$ cat config.mk
export PLATFORM = sky130hd
export DESIGN_NAME = mpwm_timer
export DESIGN_NICKNAME = d
export VERILOG_FILES = /design/src/verilog/mpwm_pkg.sv /design/src/verilog/mpwm_edge.sv /design/src/verilog/mpwm_prescale.sv /design/src/verilog/mpwm_timer.sv
export SDC_FILE = /design/constraint.sdc
export NUM_CORES = 2
export LEC_CHECK = 0
export ABC_AREA = 1
export BUFFER_PORTS_ARGS = -buffer_cell sky130_fd_sc_hd__buf_4
export CORE_MARGIN = 2
export CORE_UTILIZATION = 36
export CTS_CLUSTER_DIAMETER = 80
export DETAILED_ROUTE_END_ITERATION = 8
export GPL_TIMING_DRIVEN = 0
export PLACE_DENSITY = 0.51
export SKIP_LAST_GASP = 1
export SYNTH_ARGS = -nofsm -noshare
export SYNTH_HDL_FRONTEND = slang
export SYNTH_SLANG_ARGS = --single-unit
$ cat constraint.sdc
create_clock -name pclk -period 2.9 [get_ports pclk]
set_input_delay 0.58 -clock pclk [delete_from_list [all_inputs] [get_ports pclk]]
set_output_delay 0.58 -clock pclk [all_outputs]
set_load 0.005 [all_outputs]
$ cat src/verilog/mpwm_pkg.sv
// Constants, register map and field carriers for the match based pulse modulator.
// Assumes a 32-bit APB slave port with byte addresses in the low eight bits.
package mpwm_pkg;
  // Sizes
  localparam int MPWM_MATCH_N = 7;
  localparam int MPWM_OUT_N = 6;
  localparam int MPWM_CAP_N = 2;
  localparam int MPWM_AW = 8;

  // Register byte offsets
  localparam logic [7:0] MPWM_CTRL_OFS = 8'h00;
  localparam logic [7:0] MPWM_COUNT_OFS = 8'h04;
  localparam logic [7:0] MPWM_PLIM_OFS = 8'h08;
  localparam logic [7:0] MPWM_PCNT_OFS = 8'h0C;
  localparam logic [7:0] MPWM_MCTRL_OFS = 8'h10;
  localparam logic [7:0] MPWM_MATCH0_OFS = 8'h14;
  localparam logic [7:0] MPWM_MATCH6_OFS = 8'h2C;
  localparam logic [7:0] MPWM_REL_OFS = 8'h30;
  localparam logic [7:0] MPWM_OCTRL_OFS = 8'h34;
  localparam logic [7:0] MPWM_CCTRL_OFS = 8'h38;
  localparam logic [7:0] MPWM_CAP0_OFS = 8'h3C;
  localparam logic [7:0] MPWM_CAP1_OFS = 8'h40;
  localparam logic [7:0] MPWM_CNT_OFS = 8'h44;
  localparam logic [7:0] MPWM_FLAG_OFS = 8'h48;

  // Values after reset
  localparam logic [31:0] MPWM_WORD_RST = 32'h0000_0000;
  localparam logic [3:0] MPWM_CTRL_RST = 4'h0;

  // Count source modes
  localparam logic [1:0] MPWM_SRC_TIMER = 2'h0;

  // Control word: bit0 run, bit1 hold clear, bit2 pulse mode, bit3 follower
  typedef struct packed {
    logic slave;
    logic pwm;
    logic clr;
    logic en;
  } mpwm_ctrl_type;

  // Action on match, three bits per match register
  typedef struct packed {
    logic stop;
    logic rst;
    logic irq;
  } mpwm_mact_type;

  // Capture channel setup, three bits per channel
  typedef struct packed {
    logic irq;
    logic fall;
    logic rise;
  } mpwm_cact_type;

  // Count source: bits 1:0 edge mode, bit 2 capture input select
  typedef struct packed {
    logic sel;
    logic [1:0] mode;
  } mpwm_src_type;
endpackage : mpwm_pkg

$ cat src/verilog/mpwm_edge.sv
// Edge detector for a capture input, rising and falling edges selectable.
// Assumes the input is already synchronous to pclk.
`timescale 1ns/100ps
module mpwm_edge (
  input wire logic pclk,
  input wire logic presetn,
  input wire logic sig,
  input wire logic rise_en,
  input wire logic fall_en,
  output logic evt
);
  logic prev_reg;

  // Previous level
  always_ff @(posedge pclk or negedge presetn) begin
    if (!presetn) begin
      prev_reg <= 1'b0;
    end else begin
      prev_reg <= sig;
    end
  end

  // One cycle pulse on a selected edge
  assign evt = (sig & ~prev_reg & rise_en) | (~sig & prev_reg & fall_en);
endmodule : mpwm_edge

$ cat src/verilog/mpwm_prescale.sv
// Programmable 32-bit prescaler giving a one-cycle count step.
// Assumes step is a one-cycle enable from the count source.
`timescale 1ns/100ps
module mpwm_prescale
  import mpwm_pkg::*;
(
  input wire logic pclk,
  input wire logic presetn,
  input wire logic clear,
  input wire logic step,
  input wire logic [31:0] limit,
  output logic tick,
  output logic [31:0] pcount
);
  // Wrap point reached on a step
  assign tick = step & ~clear & (pcount == limit);

  // Prescale counter, restarts at zero at its limit
  always_ff @(posedge pclk or negedge presetn) begin
    if (!presetn) begin
      pcount <= MPWM_WORD_RST;
    end else if (clear || tick) begin
      pcount <= MPWM_WORD_RST;
    end else if (step) begin
      pcount <= pcount + 32'h0000_0001;
    end
  end
endmodule : mpwm_prescale

$ cat src/verilog/mpwm_timer.sv
// Match based pulse modulator: timer, seven matches, six outputs, two captures.
// Assumes an APB master on pclk; capture and sync inputs synchronous to pclk.
// Behaviour
// - 32-bit count advanced through a 32-bit programmable prescaler.
// - Count source is pclk or selected edges of a capture input.
// - Seven match registers drive up to six single or three double outputs.
// - Each match may continue, stop or reset the count, optional flag.
// - Match zero sets the period and resets the count in pulse mode.
// - Single-edge outputs rise at cycle start unless held constantly low.
// - Each single-edge output uses one further match for its edge.
// - Double-edge outputs use two matches, rise and fall, either order.
// - All outputs share one period; widths are whole count steps.
// - In pulse mode new match values wait for software release, applied at cycle start.
// - Without pulse mode the block is a plain timer with match and capture.
// - Primary leads, secondary follows its run level for lockstep operation.
// - Selected capture edge copies the count into that capture register.
//
// Our own choices: the APB interface to the registers and the register offsets.
`timescale 1ns/100ps
module mpwm_timer
  import mpwm_pkg::*;
(
  input wire logic pclk,
  input wire logic presetn,
  input wire logic psel,
  input wire logic penable,
  input wire logic pwrite,
  input wire logic [MPWM_AW-1:0] paddr,
  input wire logic [31:0] pwdata,
  output logic [31:0] prdata,
  output logic pready,
  output logic pslverr,
  input wire logic [MPWM_CAP_N-1:0] cap_in,
  input wire logic sync_run_in,
  output logic sync_run_out,
  output logic [MPWM_OUT_N-1:0] pwm_out
);
  mpwm_ctrl_type ctrl_reg;
  mpwm_mact_type [MPWM_MATCH_N-1:0] mact_reg;
  mpwm_cact_type [MPWM_CAP_N-1:0] cact_reg;
  mpwm_src_type src_reg;
  logic [31:0] count_reg;
  logic [31:0] plim_reg;
  logic [31:0] pcount;
  logic [31:0] shadow_mem [MPWM_MATCH_N];
  logic [31:0] act_mem [MPWM_MATCH_N];
  logic [31:0] cap_mem [MPWM_CAP_N];
  logic [MPWM_MATCH_N-1:0] rel_reg;
  logic [MPWM_MATCH_N-1:0] rel_next;
  logic [MPWM_OUT_N-1:0] dbl_reg;
  logic [MPWM_OUT_N-1:0] oen_reg;
  logic [MPWM_MATCH_N+MPWM_CAP_N-1:0] flag_reg;
  logic [MPWM_MATCH_N+MPWM_CAP_N-1:0] flag_next;
  logic [31:0] rdata_reg;
  logic [31:0] rmux;
  logic [MPWM_OUT_N-1:0] out_reg;
  logic [MPWM_MATCH_N-1:0] hit;
  logic [MPWM_MATCH_N-1:0] rst_vec;
  logic [MPWM_MATCH_N-1:0] stop_vec;
  logic [MPWM_MATCH_N-1:0] irq_vec;
  logic [MPWM_CAP_N-1:0] cap_evt;
  logic [7:0] moff;
  logic [2:0] midx;
  logic is_match;
  logic addr_ok;
  logic wr_en;
  logic run;
  logic src_evt;
  logic step;
  logic tick;
  logic cycle_end;

  // APB handshake: zero wait, error on unmapped word
  assign pready = 1'b1;
  assign pslverr = psel & penable & ~addr_ok;
  assign prdata = rdata_reg;
  assign wr_en = psel & penable & pwrite & addr_ok;

  // Match window decode
  assign moff = paddr - MPWM_MATCH0_OFS;
  assign midx = moff[4:2];
  assign is_match = (paddr >= MPWM_MATCH0_OFS) && (paddr <= MPWM_MATCH6_OFS)
                    && (paddr[1:0] == 2'h0);

  // Register read mux and map check
  always_comb begin
    addr_ok = 1'b1;
    rmux = MPWM_WORD_RST;
    if (is_match) begin
      rmux = shadow_mem[midx];
    end else begin
      unique case (paddr)
        MPWM_CTRL_OFS: rmux = {28'h000_0000, ctrl_reg};
        MPWM_COUNT_OFS: rmux = count_reg;
        MPWM_PLIM_OFS: rmux = plim_reg;
        MPWM_PCNT_OFS: rmux = pcount;
        MPWM_MCTRL_OFS: rmux = {11'h000, mact_reg};
        MPWM_REL_OFS: rmux = {25'h000_0000, rel_reg};
        MPWM_OCTRL_OFS: rmux = {16'h0000, 2'h0, oen_reg, 2'h0, dbl_reg};
        MPWM_CCTRL_OFS: rmux = {26'h000_0000, cact_reg};
        MPWM_CAP0_OFS: rmux = cap_mem[0];
        MPWM_CAP1_OFS: rmux = cap_mem[1];
        MPWM_CNT_OFS: rmux = {29'h0000_0000, src_reg};
        MPWM_FLAG_OFS: rmux = {23'h00_0000, flag_reg};
        default: addr_ok = 1'b0;
      endcase
    end
  end

  // Read data captured in the setup cycle
  always_ff @(posedge pclk or negedge presetn) begin
    if (!presetn) begin
      rdata_reg <= MPWM_WORD_RST;
    end else if (psel && !penable) begin
      rdata_reg <= rmux;
    end
  end

  // stop on match
  // Control word; a stop match drops the run bit
  always_ff @(posedge pclk or negedge presetn) begin
    if (!presetn) begin
      ctrl_reg <= MPWM_CTRL_RST;
    end else if (wr_en && paddr == MPWM_CTRL_OFS) begin
      ctrl_reg <= pwdata[3:0];
    end else if (|stop_vec) begin
      ctrl_reg.en <= 1'b0;
    end
  end

  // Setup registers written by software
  always_ff @(posedge pclk or negedge presetn) begin
    if (!presetn) begin
      plim_reg <= MPWM_WORD_RST;
      mact_reg <= '0;
      dbl_reg <= '0;
      oen_reg <= '0;
      cact_reg <= '0;
      src_reg <= '0;
    end else if (wr_en) begin
      unique case (paddr)
        MPWM_PLIM_OFS: plim_reg <= pwdata;
        MPWM_MCTRL_OFS: mact_reg <= pwdata[20:0];
        MPWM_OCTRL_OFS: begin
          dbl_reg <= pwdata[5:0];
          oen_reg <= pwdata[13:8];
        end
        MPWM_CCTRL_OFS: cact_reg <= pwdata[5:0];
        MPWM_CNT_OFS: src_reg <= pwdata[2:0];
        default: ;
      endcase
    end
  end

  // follower run
  // A follower counts only while the leader runs
  assign run = ctrl_reg.en & (~ctrl_reg.slave | sync_run_in);
  assign sync_run_out = ctrl_reg.en;

  // count source
  // Edges of the selected capture input as count clock
  mpwm_edge u_src_edge (
    .pclk(pclk),
    .presetn(presetn),
    .sig(cap_in[src_reg.sel]),
    .rise_en(src_reg.mode[0]),
    .fall_en(src_reg.mode[1]),
    .evt(src_evt)
  );
  assign step = run & ((src_reg.mode == MPWM_SRC_TIMER) | src_evt);

  mpwm_prescale u_presc (
    .pclk(pclk),
    .presetn(presetn),
    .clear(ctrl_reg.clr),
    .step(step),
    .limit(plim_reg),
    .tick(tick),
    .pcount(pcount)
  );

  assign cycle_end = hit[0] & ctrl_reg.pwm;

  // count advance
  // Main count; resets on a reset match or the cycle end
  always_ff @(posedge pclk or negedge presetn) begin
    if (!presetn) begin
      count_reg <= MPWM_WORD_RST;
    end else if (ctrl_reg.clr) begin
      count_reg <= MPWM_WORD_RST;
    end else if (tick) begin
      if ((|rst_vec) || cycle_end) begin
        count_reg <= MPWM_WORD_RST;
      end else begin
        count_reg <= count_reg + 32'h0000_0001;
      end
    end
  end

  // release bits
  // Pending releases; a new release wins over the cycle-end clear
  always_comb begin
    rel_next = rel_reg;
    if (cycle_end) begin
      rel_next = '0;
    end
    if (wr_en && paddr == MPWM_REL_OFS) begin
      rel_next = rel_next | pwdata[6:0];
    end
  end

  always_ff @(posedge pclk or negedge presetn) begin
    if (!presetn) begin
      rel_reg <= '0;
    end else begin
      rel_reg <= rel_next;
    end
  end

  // seven match registers
  // Per match register: shadow, active value and event terms
  for (genvar i = 0; i < MPWM_MATCH_N; i++) begin : g_match
    assign hit[i] = tick & (count_reg == act_mem[i]);
    assign rst_vec[i] = hit[i] & mact_reg[i].rst;
    assign stop_vec[i] = hit[i] & mact_reg[i].stop;
    assign irq_vec[i] = hit[i] & mact_reg[i].irq;

    // Software copy
    always_ff @(posedge pclk or negedge presetn) begin
      if (!presetn) begin
        shadow_mem[i] <= MPWM_WORD_RST;
      end else if (wr_en && is_match && midx == 3'(i)) begin
        shadow_mem[i] <= pwdata;
      end
    end

    // apply at cycle
    // Active value; plain timer mode takes writes at once
    always_ff @(posedge pclk or negedge presetn) begin
      if (!presetn) begin
        act_mem[i] <= MPWM_WORD_RST;
      end else if (wr_en && is_match && midx == 3'(i) && !ctrl_reg.pwm) begin
        act_mem[i] <= pwdata;
      end else if (cycle_end && rel_reg[i]) begin
        act_mem[i] <= shadow_mem[i];
      end
    end
  end

  // Per output: single edge rises at cycle start, double on its own match
  for (genvar n = 0; n < MPWM_OUT_N; n++) begin : g_out
    logic rise_ev;
    logic fall_ev;
    assign rise_ev = ((n > 0) && dbl_reg[n]) ? hit[n] : cycle_end;
    assign fall_ev = hit[n+1];

    always_ff @(posedge pclk or negedge presetn) begin
      if (!presetn) begin
        out_reg[n] <= 1'b0;
      end else if (!ctrl_reg.pwm || !oen_reg[n]) begin
        out_reg[n] <= 1'b0;
      end else if (fall_ev) begin
        out_reg[n] <= 1'b0;
      end else if (rise_ev) begin
        out_reg[n] <= 1'b1;
      end
    end
  end
  assign pwm_out = out_reg;

  // Capture channels
  for (genvar c = 0; c < MPWM_CAP_N; c++) begin : g_cap
    mpwm_edge u_cap_edge (
      .pclk(pclk),
      .presetn(presetn),
      .sig(cap_in[c]),
      .rise_en(cact_reg[c].rise),
      .fall_en(cact_reg[c].fall),
      .evt(cap_evt[c])
    );

    always_ff @(posedge pclk or negedge presetn) begin
      if (!presetn) begin
        cap_mem[c] <= MPWM_WORD_RST;
      end else if (cap_evt[c]) begin
        cap_mem[c] <= count_reg;
      end
    end
  end

  // sticky flags
  // Write one clears; a new event in the same cycle wins
  always_comb begin
    flag_next = flag_reg;
    if (wr_en && paddr == MPWM_FLAG_OFS) begin
      flag_next = flag_reg & ~pwdata[8:0];
    end
    flag_next = flag_next | {cap_evt & {cact_reg[1].irq, cact_reg[0].irq}, irq_vec};
  end

  always_ff @(posedge pclk or negedge presetn) begin
    if (!presetn) begin
      flag_reg <= '0;
    end else begin
      flag_reg <= flag_next;
    end
  end
endmodule : mpwm_timer

-- After elaboration in Yosys (flattened, before gate mapping)
Cells that the tools add are included.
- bitwise logic cells: 69
- reductions and logical operators: 72
- muxes and demuxes: 56
- add/sub/neg operators: 3
- eq/ne operators: 25
- magnitude comparators: 4
- operator list (kind ; count):
    $mux W32 ; 22
    $pmux W32 S12 ; 1
    $eq A32 B32 Y1 ; 8
    $bmux W32 S3 ; 1
    $add A32 B1 Y32 const B ; 2
    $and A1 B1 Y1 ; 49
    $eq A8 B6 Y1 const B ; 4
    $mux W1 ; 29
    $logic_and A1 B1 Y1 ; 28
    $eq A8 B7 Y1 const B ; 3
    $reduce_bool A2 Y1 ; 10
    $reduce_bool A3 Y1 ; 6
    $eq A8 B4 Y1 const B ; 2
    $mux W7 ; 2
    $reduce_or A7 Y1 ; 2
    $reduce_or A12 Y1 ; 1
    $reduce_and A2 Y1 ; 5
    $and A9 B9 Y9 ; 1
    $eq A3 B3 Y1 const B ; 3
    $mux W9 ; 1
    $not A1 Y1 ; 9
    $not A9 Y9 ; 1
    $or A9 B9 Y9 ; 1
    $eq A8 B3 Y1 const B ; 1
    other kinds (17) ; 37
- output and inout bits: 41
- bits of input ports: 48
- flip-flop bits (word level): 711

-- Longest topological paths before layout
- depth in word-level cells: 17
- mapped depth: 19

-- Hierarchy
From an unflattened synthesis, not the netlist that was laid out.
- cells, all modules: 4951
- area total of the unflattened synthesis: 37731.2 µm²
- modules (own cells, without submodules) (module ; instances ; sequential area each (µm²) ; cells each ; area an instance (µm²)):
    mpwm_timer ; 1 ; 16916.2 ; 4485 ; 34798.4
    mpwm_prescale ; 1 ; 800.8 ; 448 ; 2793.9
    mpwm_edge ; 3 ; 25.0 ; 6 ; 46.3

-- Least setup slack after synthesis
Ideal clock, no wire load.
- path type: input port to flip-flop
- start: input paddr[2]
- end: register act_mem[182] (netlist name)
- path slack: -72 ps
- required time: 2762 ps
- data arrival time: 2833 ps
- stages on the path: 13
- library setup time: 138 ps
- path through: inv_1 clkbuf_1 clkbuf_1 ha_1 ha_1 clkinv_1 nand3_2 nor2_2 nand2_1 buf_2 buf_1 nand3_1 o211ai_1
- word-level cells in the longest chain between the ends: 9
- elaborated cells between the ends (all ways): 27
- classes of those cells: add/sub: 1; order compare: 2; eq/ne: 12; mux: 3; bitwise: 1; reduce/logical: 8
- ends and longest elaborated chain (what ; RTL line ; text):
    start, declared ; mpwm_timer.sv:28 ; input wire logic [MPWM_AW-1:0] paddr,
    $ge A8 B5 Y1 (tied with other cells) ; mpwm_timer.sv:82 ; assign is_match = (paddr >= MPWM_MATCH0_OFS) && (paddr <= MPWM_MATCH6_OFS)
    $logic_and A1 B1 Y1 / $reduce_or A12 Y1 (equally long branches) ; -- ;
    $logic_and A1 B1 Y1 / $mux W1 (equally long branches) ; mpwm_timer.sv:83, mpwm_timer.sv:92 ;
    $mux W1 ; mpwm_timer.sv:89 ; if (is_match) begin
    $and A1 B1 Y1 ; mpwm_timer.sv:77 ; assign wr_en = psel & penable & pwrite & addr_ok;
    $logic_and A1 B1 Y1 ; mpwm_timer.sv:242 ; end else if (wr_en && is_match && midx == 3'(i) && !ctrl_reg.pwm) begin
    $logic_and A1 B1 Y1 * (2 in series) ; mpwm_timer.sv:242 ;
    $mux W32 / $reduce_bool A2 Y1 (equally long branches) ; -- ;
    end signal, assigned by index ; mpwm_timer.sv:243 ; act_mem[i] <= pwdata;
    end signal, assigned by index ; mpwm_timer.sv:245 ; act_mem[i] <= shadow_mem[i];
    end, declared ; mpwm_timer.sv:46 ; logic [31:0] act_mem [MPWM_MATCH_N];
Mark *: on every way between the ends. The rest lies on a longest branch, timed or not.
A chain may end at the register's enable or synchronous reset.

-- Final worst setup path
- start: input paddr[2]
- end: output pslverr
- word-level cells in the longest chain between the ends: 6
- elaborated cells between the ends (all ways): 21
- classes of those cells: order compare: 2; eq/ne: 11; mux: 2; bitwise: 2; reduce/logical: 4
- ends and longest elaborated chain (what ; RTL line ; text):
    $ge A8 B5 Y1 (tied with other cells) ; mpwm_timer.sv:82 ;
    $logic_and A1 B1 Y1 / $reduce_or A12 Y1 (equally long branches) ; -- ;
    $logic_and A1 B1 Y1 / $mux W1 (equally long branches) ; mpwm_timer.sv:83, mpwm_timer.sv:92 ;
    $mux W1 * ; mpwm_timer.sv:89 ;
    $not A1 Y1 * ; mpwm_timer.sv:75 ; assign pslverr = psel & penable & ~addr_ok;
    $and A1 B1 Y1 * ; mpwm_timer.sv:75 ;
    end, declared ; mpwm_timer.sv:32 ; output logic pslverr,
Marked as above.

==> summary.txt <==
Count of cell types in the netlist: 39
Reg clk slew, reported paths: 60 ps
Detailed placement HPWL: 139 mm
Unrepaired setup endpoints after global routing: yes
Failing checks: negative setup slack
Setup crit end kind: output pin
Placed instance area: 40000 µm²
Synth Cell Area: 37600 µm²
Gpl congestion: 1.02
Later-pin clock latency in the skew report: 690 ps
Leakage: 21.2 nW
Final #Nets: 5038
Die height: 327 µm
Synthesized Nets: 4834
Share of post-route cells with drive strength above 1: 11.1%
Ports: 89
Hold WC Path Type: input pin to flip-flop
Core footprint: 103000 µm²
Most used DFF post-synth: dfrtp_1
Area share of the largest cell type after synthesis: 47.4%
Pin slew with the least headroom to its limit: 1250 ps
Area contributors post-synth: dfrtp_1 (47%), nand2_1 (9.6%), o21ai_0 (7.8%), inv_1 (4.7%), nand3_1 (4.3%)
Post-Route WL: 176 mm
# H-tree levels: 3
Sinks on Clock Net: 711
Clk root buf: clkbuf_16
Die X: 327 µm
Top-count cell post-synth: nand2_1
Final-report hold violation count: 0
Area overhead of the layout relative to synthesis: 16.9%
Startpoint Class: input pin
Fin crit period: 2950 ps
Die ar.: 107000 µm²
Initial Util: 36.3%
Post-synth EDFFs: 0
YS warnings: 0
Site Rows: 118
DRC Markers: 0
Run status: finished with violations
Fin area: 43900 µm²
FFs w/ async S/R, synth: 100%
Cell count after synthesis: 4778
Max Fclk: 339 MHz
Worst Path Arrival: 2370 ps
CP Max Fanout: 12
Initial antenna violation count: 3
First-pass GRT wire length: 251 mm
Count of input and output buffers: 74
Largest net degree at the start of global routing: 104
Seq/Total Area, Yosys: 47.4%
Synth area leader: dfrtp_1
1st-iter DRT viols: 4979
Finish-stage setup viols: 5
Biggest regs: act_mem: 224 flops, shadow_mem: 224 flops, cap_mem: 64 flops
Num CTS Buffers: 89
CP Class: input pin to output pin
Layout Skew: 26.6 ps
GRT overflow: 0
Slew margin rel.: 16.4%
#FFs+latches synth: 711
R2r setup slk: -20 ps
Critical Path RT: 2320 ps
Peak VDD IR: 416 µV
TritonCTS clock tree: done
Drt via density: 5.70
Wire length per cell: 27.4 µm
Max cap viols: 0
Syn_area_per_cell: 7.86 µm²
CTS max path bufs: 3
# diodes: 0
Commonest cells post-synth: nand2_1 (964), dfrtp_1 (711), o21ai_0 (588), inv_1 (467), nor2_1 (361)
Vias in the first global route: 33995
DRT Pass-1 Iters: 6
Final worst slack: -51.1 ps
Routed Antenna Nets: 0
Slew Viols, Final: 0
Vias: 36620
Crit share post-route: 102%
PD cells: 542 nW/µm²
Fin Hold WS: 39.4 ps
GR Util All Layers: 32.5%
-- kinds of logic after synthesis --
kind of cell	count (synthesis)	synth area share (%)
compound gates	1158	17.5
xor+xnor	241	5.62
fa+ha+maj	8	0.266
buf+inv	819	8.56
flops	711	47.4
other cells	1	0.00998
simple gates	1840	20.7
-- path summary, 6_finish.rpt --
check	cells past startpoint	from	end
hold / removal	1	cap_in[0]	g_cap[0].u_cap_edge.prev_reg
setup / recovery	10	paddr[2]	pslverr
min in group asynchronous	2	presetn	shadow_mem[185]
hold reg to reg	2	rel_reg[1]	rel_reg[1]
setup reg to reg	13	ctrl_reg[1]	act_mem[63]
max in group asynchronous	5	presetn	u_presc.pcount[7]
-- cells in the final DEF (no fill, tap or decap), drive strengths merged, types with 2 or more instances in the layout --
master	count
o31ai	18
o21ai	591
o211ai	109
nor3	63
clkinv	16
buf	224
clkinvlp	7
a31oi	4
inv	484
ha	8
nor2	377
a21oi	255
nand2	976
clkbuf	351
nor3b	2
xor2	176
xnor2	65
a21o	24
a221oi	6
nand3	327
nand4	80
dfrtp	711
bufinv	4
o221ai	65
nor4	14
a211oi	16
o22ai	69
-- where the power goes --
part           leakage (nW)  switching [mW]  internal, mW
Combinational          11.3            1.59         0.592
Clock                  1.40            4.78          6.50
Sequential             8.55           0.187          10.2
Total                  21.2            6.56          17.3
-- layer usage --
| layer | share of wire, % | GRT usage [%] |
|---|---|---|
| met1 | 45 | 48.2 |
| met4 | 3.6 | 11.2 |
| met3 | 8.5 | 5.21 |
| met5 | 0.013 | 0 |
| met2 | 43 | 48.0 |
-- metrics by stage --
step | cells | setup WS, ps | util, % | TNS, ps | power (mW)
2_1_floorplan | 4778 | 42.8 | - | 0 | 11.4
3_3_place_gp | 6232 | -7660 | 38.5 | -6210830 | 12.5
3_5_place_dp | 6239 | -1940 | 38.7 | -889390 | 12.6
4_1_cts | 6418 | -261 | 42.0 | -261 | 23.8
5_1_grt | 6427 | -94.5 | 42.4 | -332 | 24.4
6_report | 6427 | -51.1 | 42.4 | -146 | 23.8
-- critical path: stages --
cell        delay (ps)
buf_6              140
clkinvlp_4         140
buf_8              180
ha_2               250
nand2_2            140
nor2_4             110
nor4_2             300
nand4_1            230
nor2_1             160
buf_4              120
-- cell type report --
cell class | count | area (µm²)
buffer | 324 | 1620
clock inverter | 24 | 282
sequential | 711 | 17800
inverter | 487 | 1850
multi-input combinational | 3249 | 16900
clock buffer | 132 | 2580
tap | 1380 | 1730
timing repair buffer | 120 | 1120
fill | 10603 | 59600
-- what timing repair did --
item / 4_1_cts / 5_1_grt
hold buffers: 1 / 0
gates cloned: 1 / 0
endpoints found under the setup margin: 639 / 444
pin swaps: 12 / 11
resized for setup: 153 / 135
hold endpoints to repair: 75 / 0
buffers inserted: 25 / 13
No activity file was read; power rests on OpenSTA's default activity.
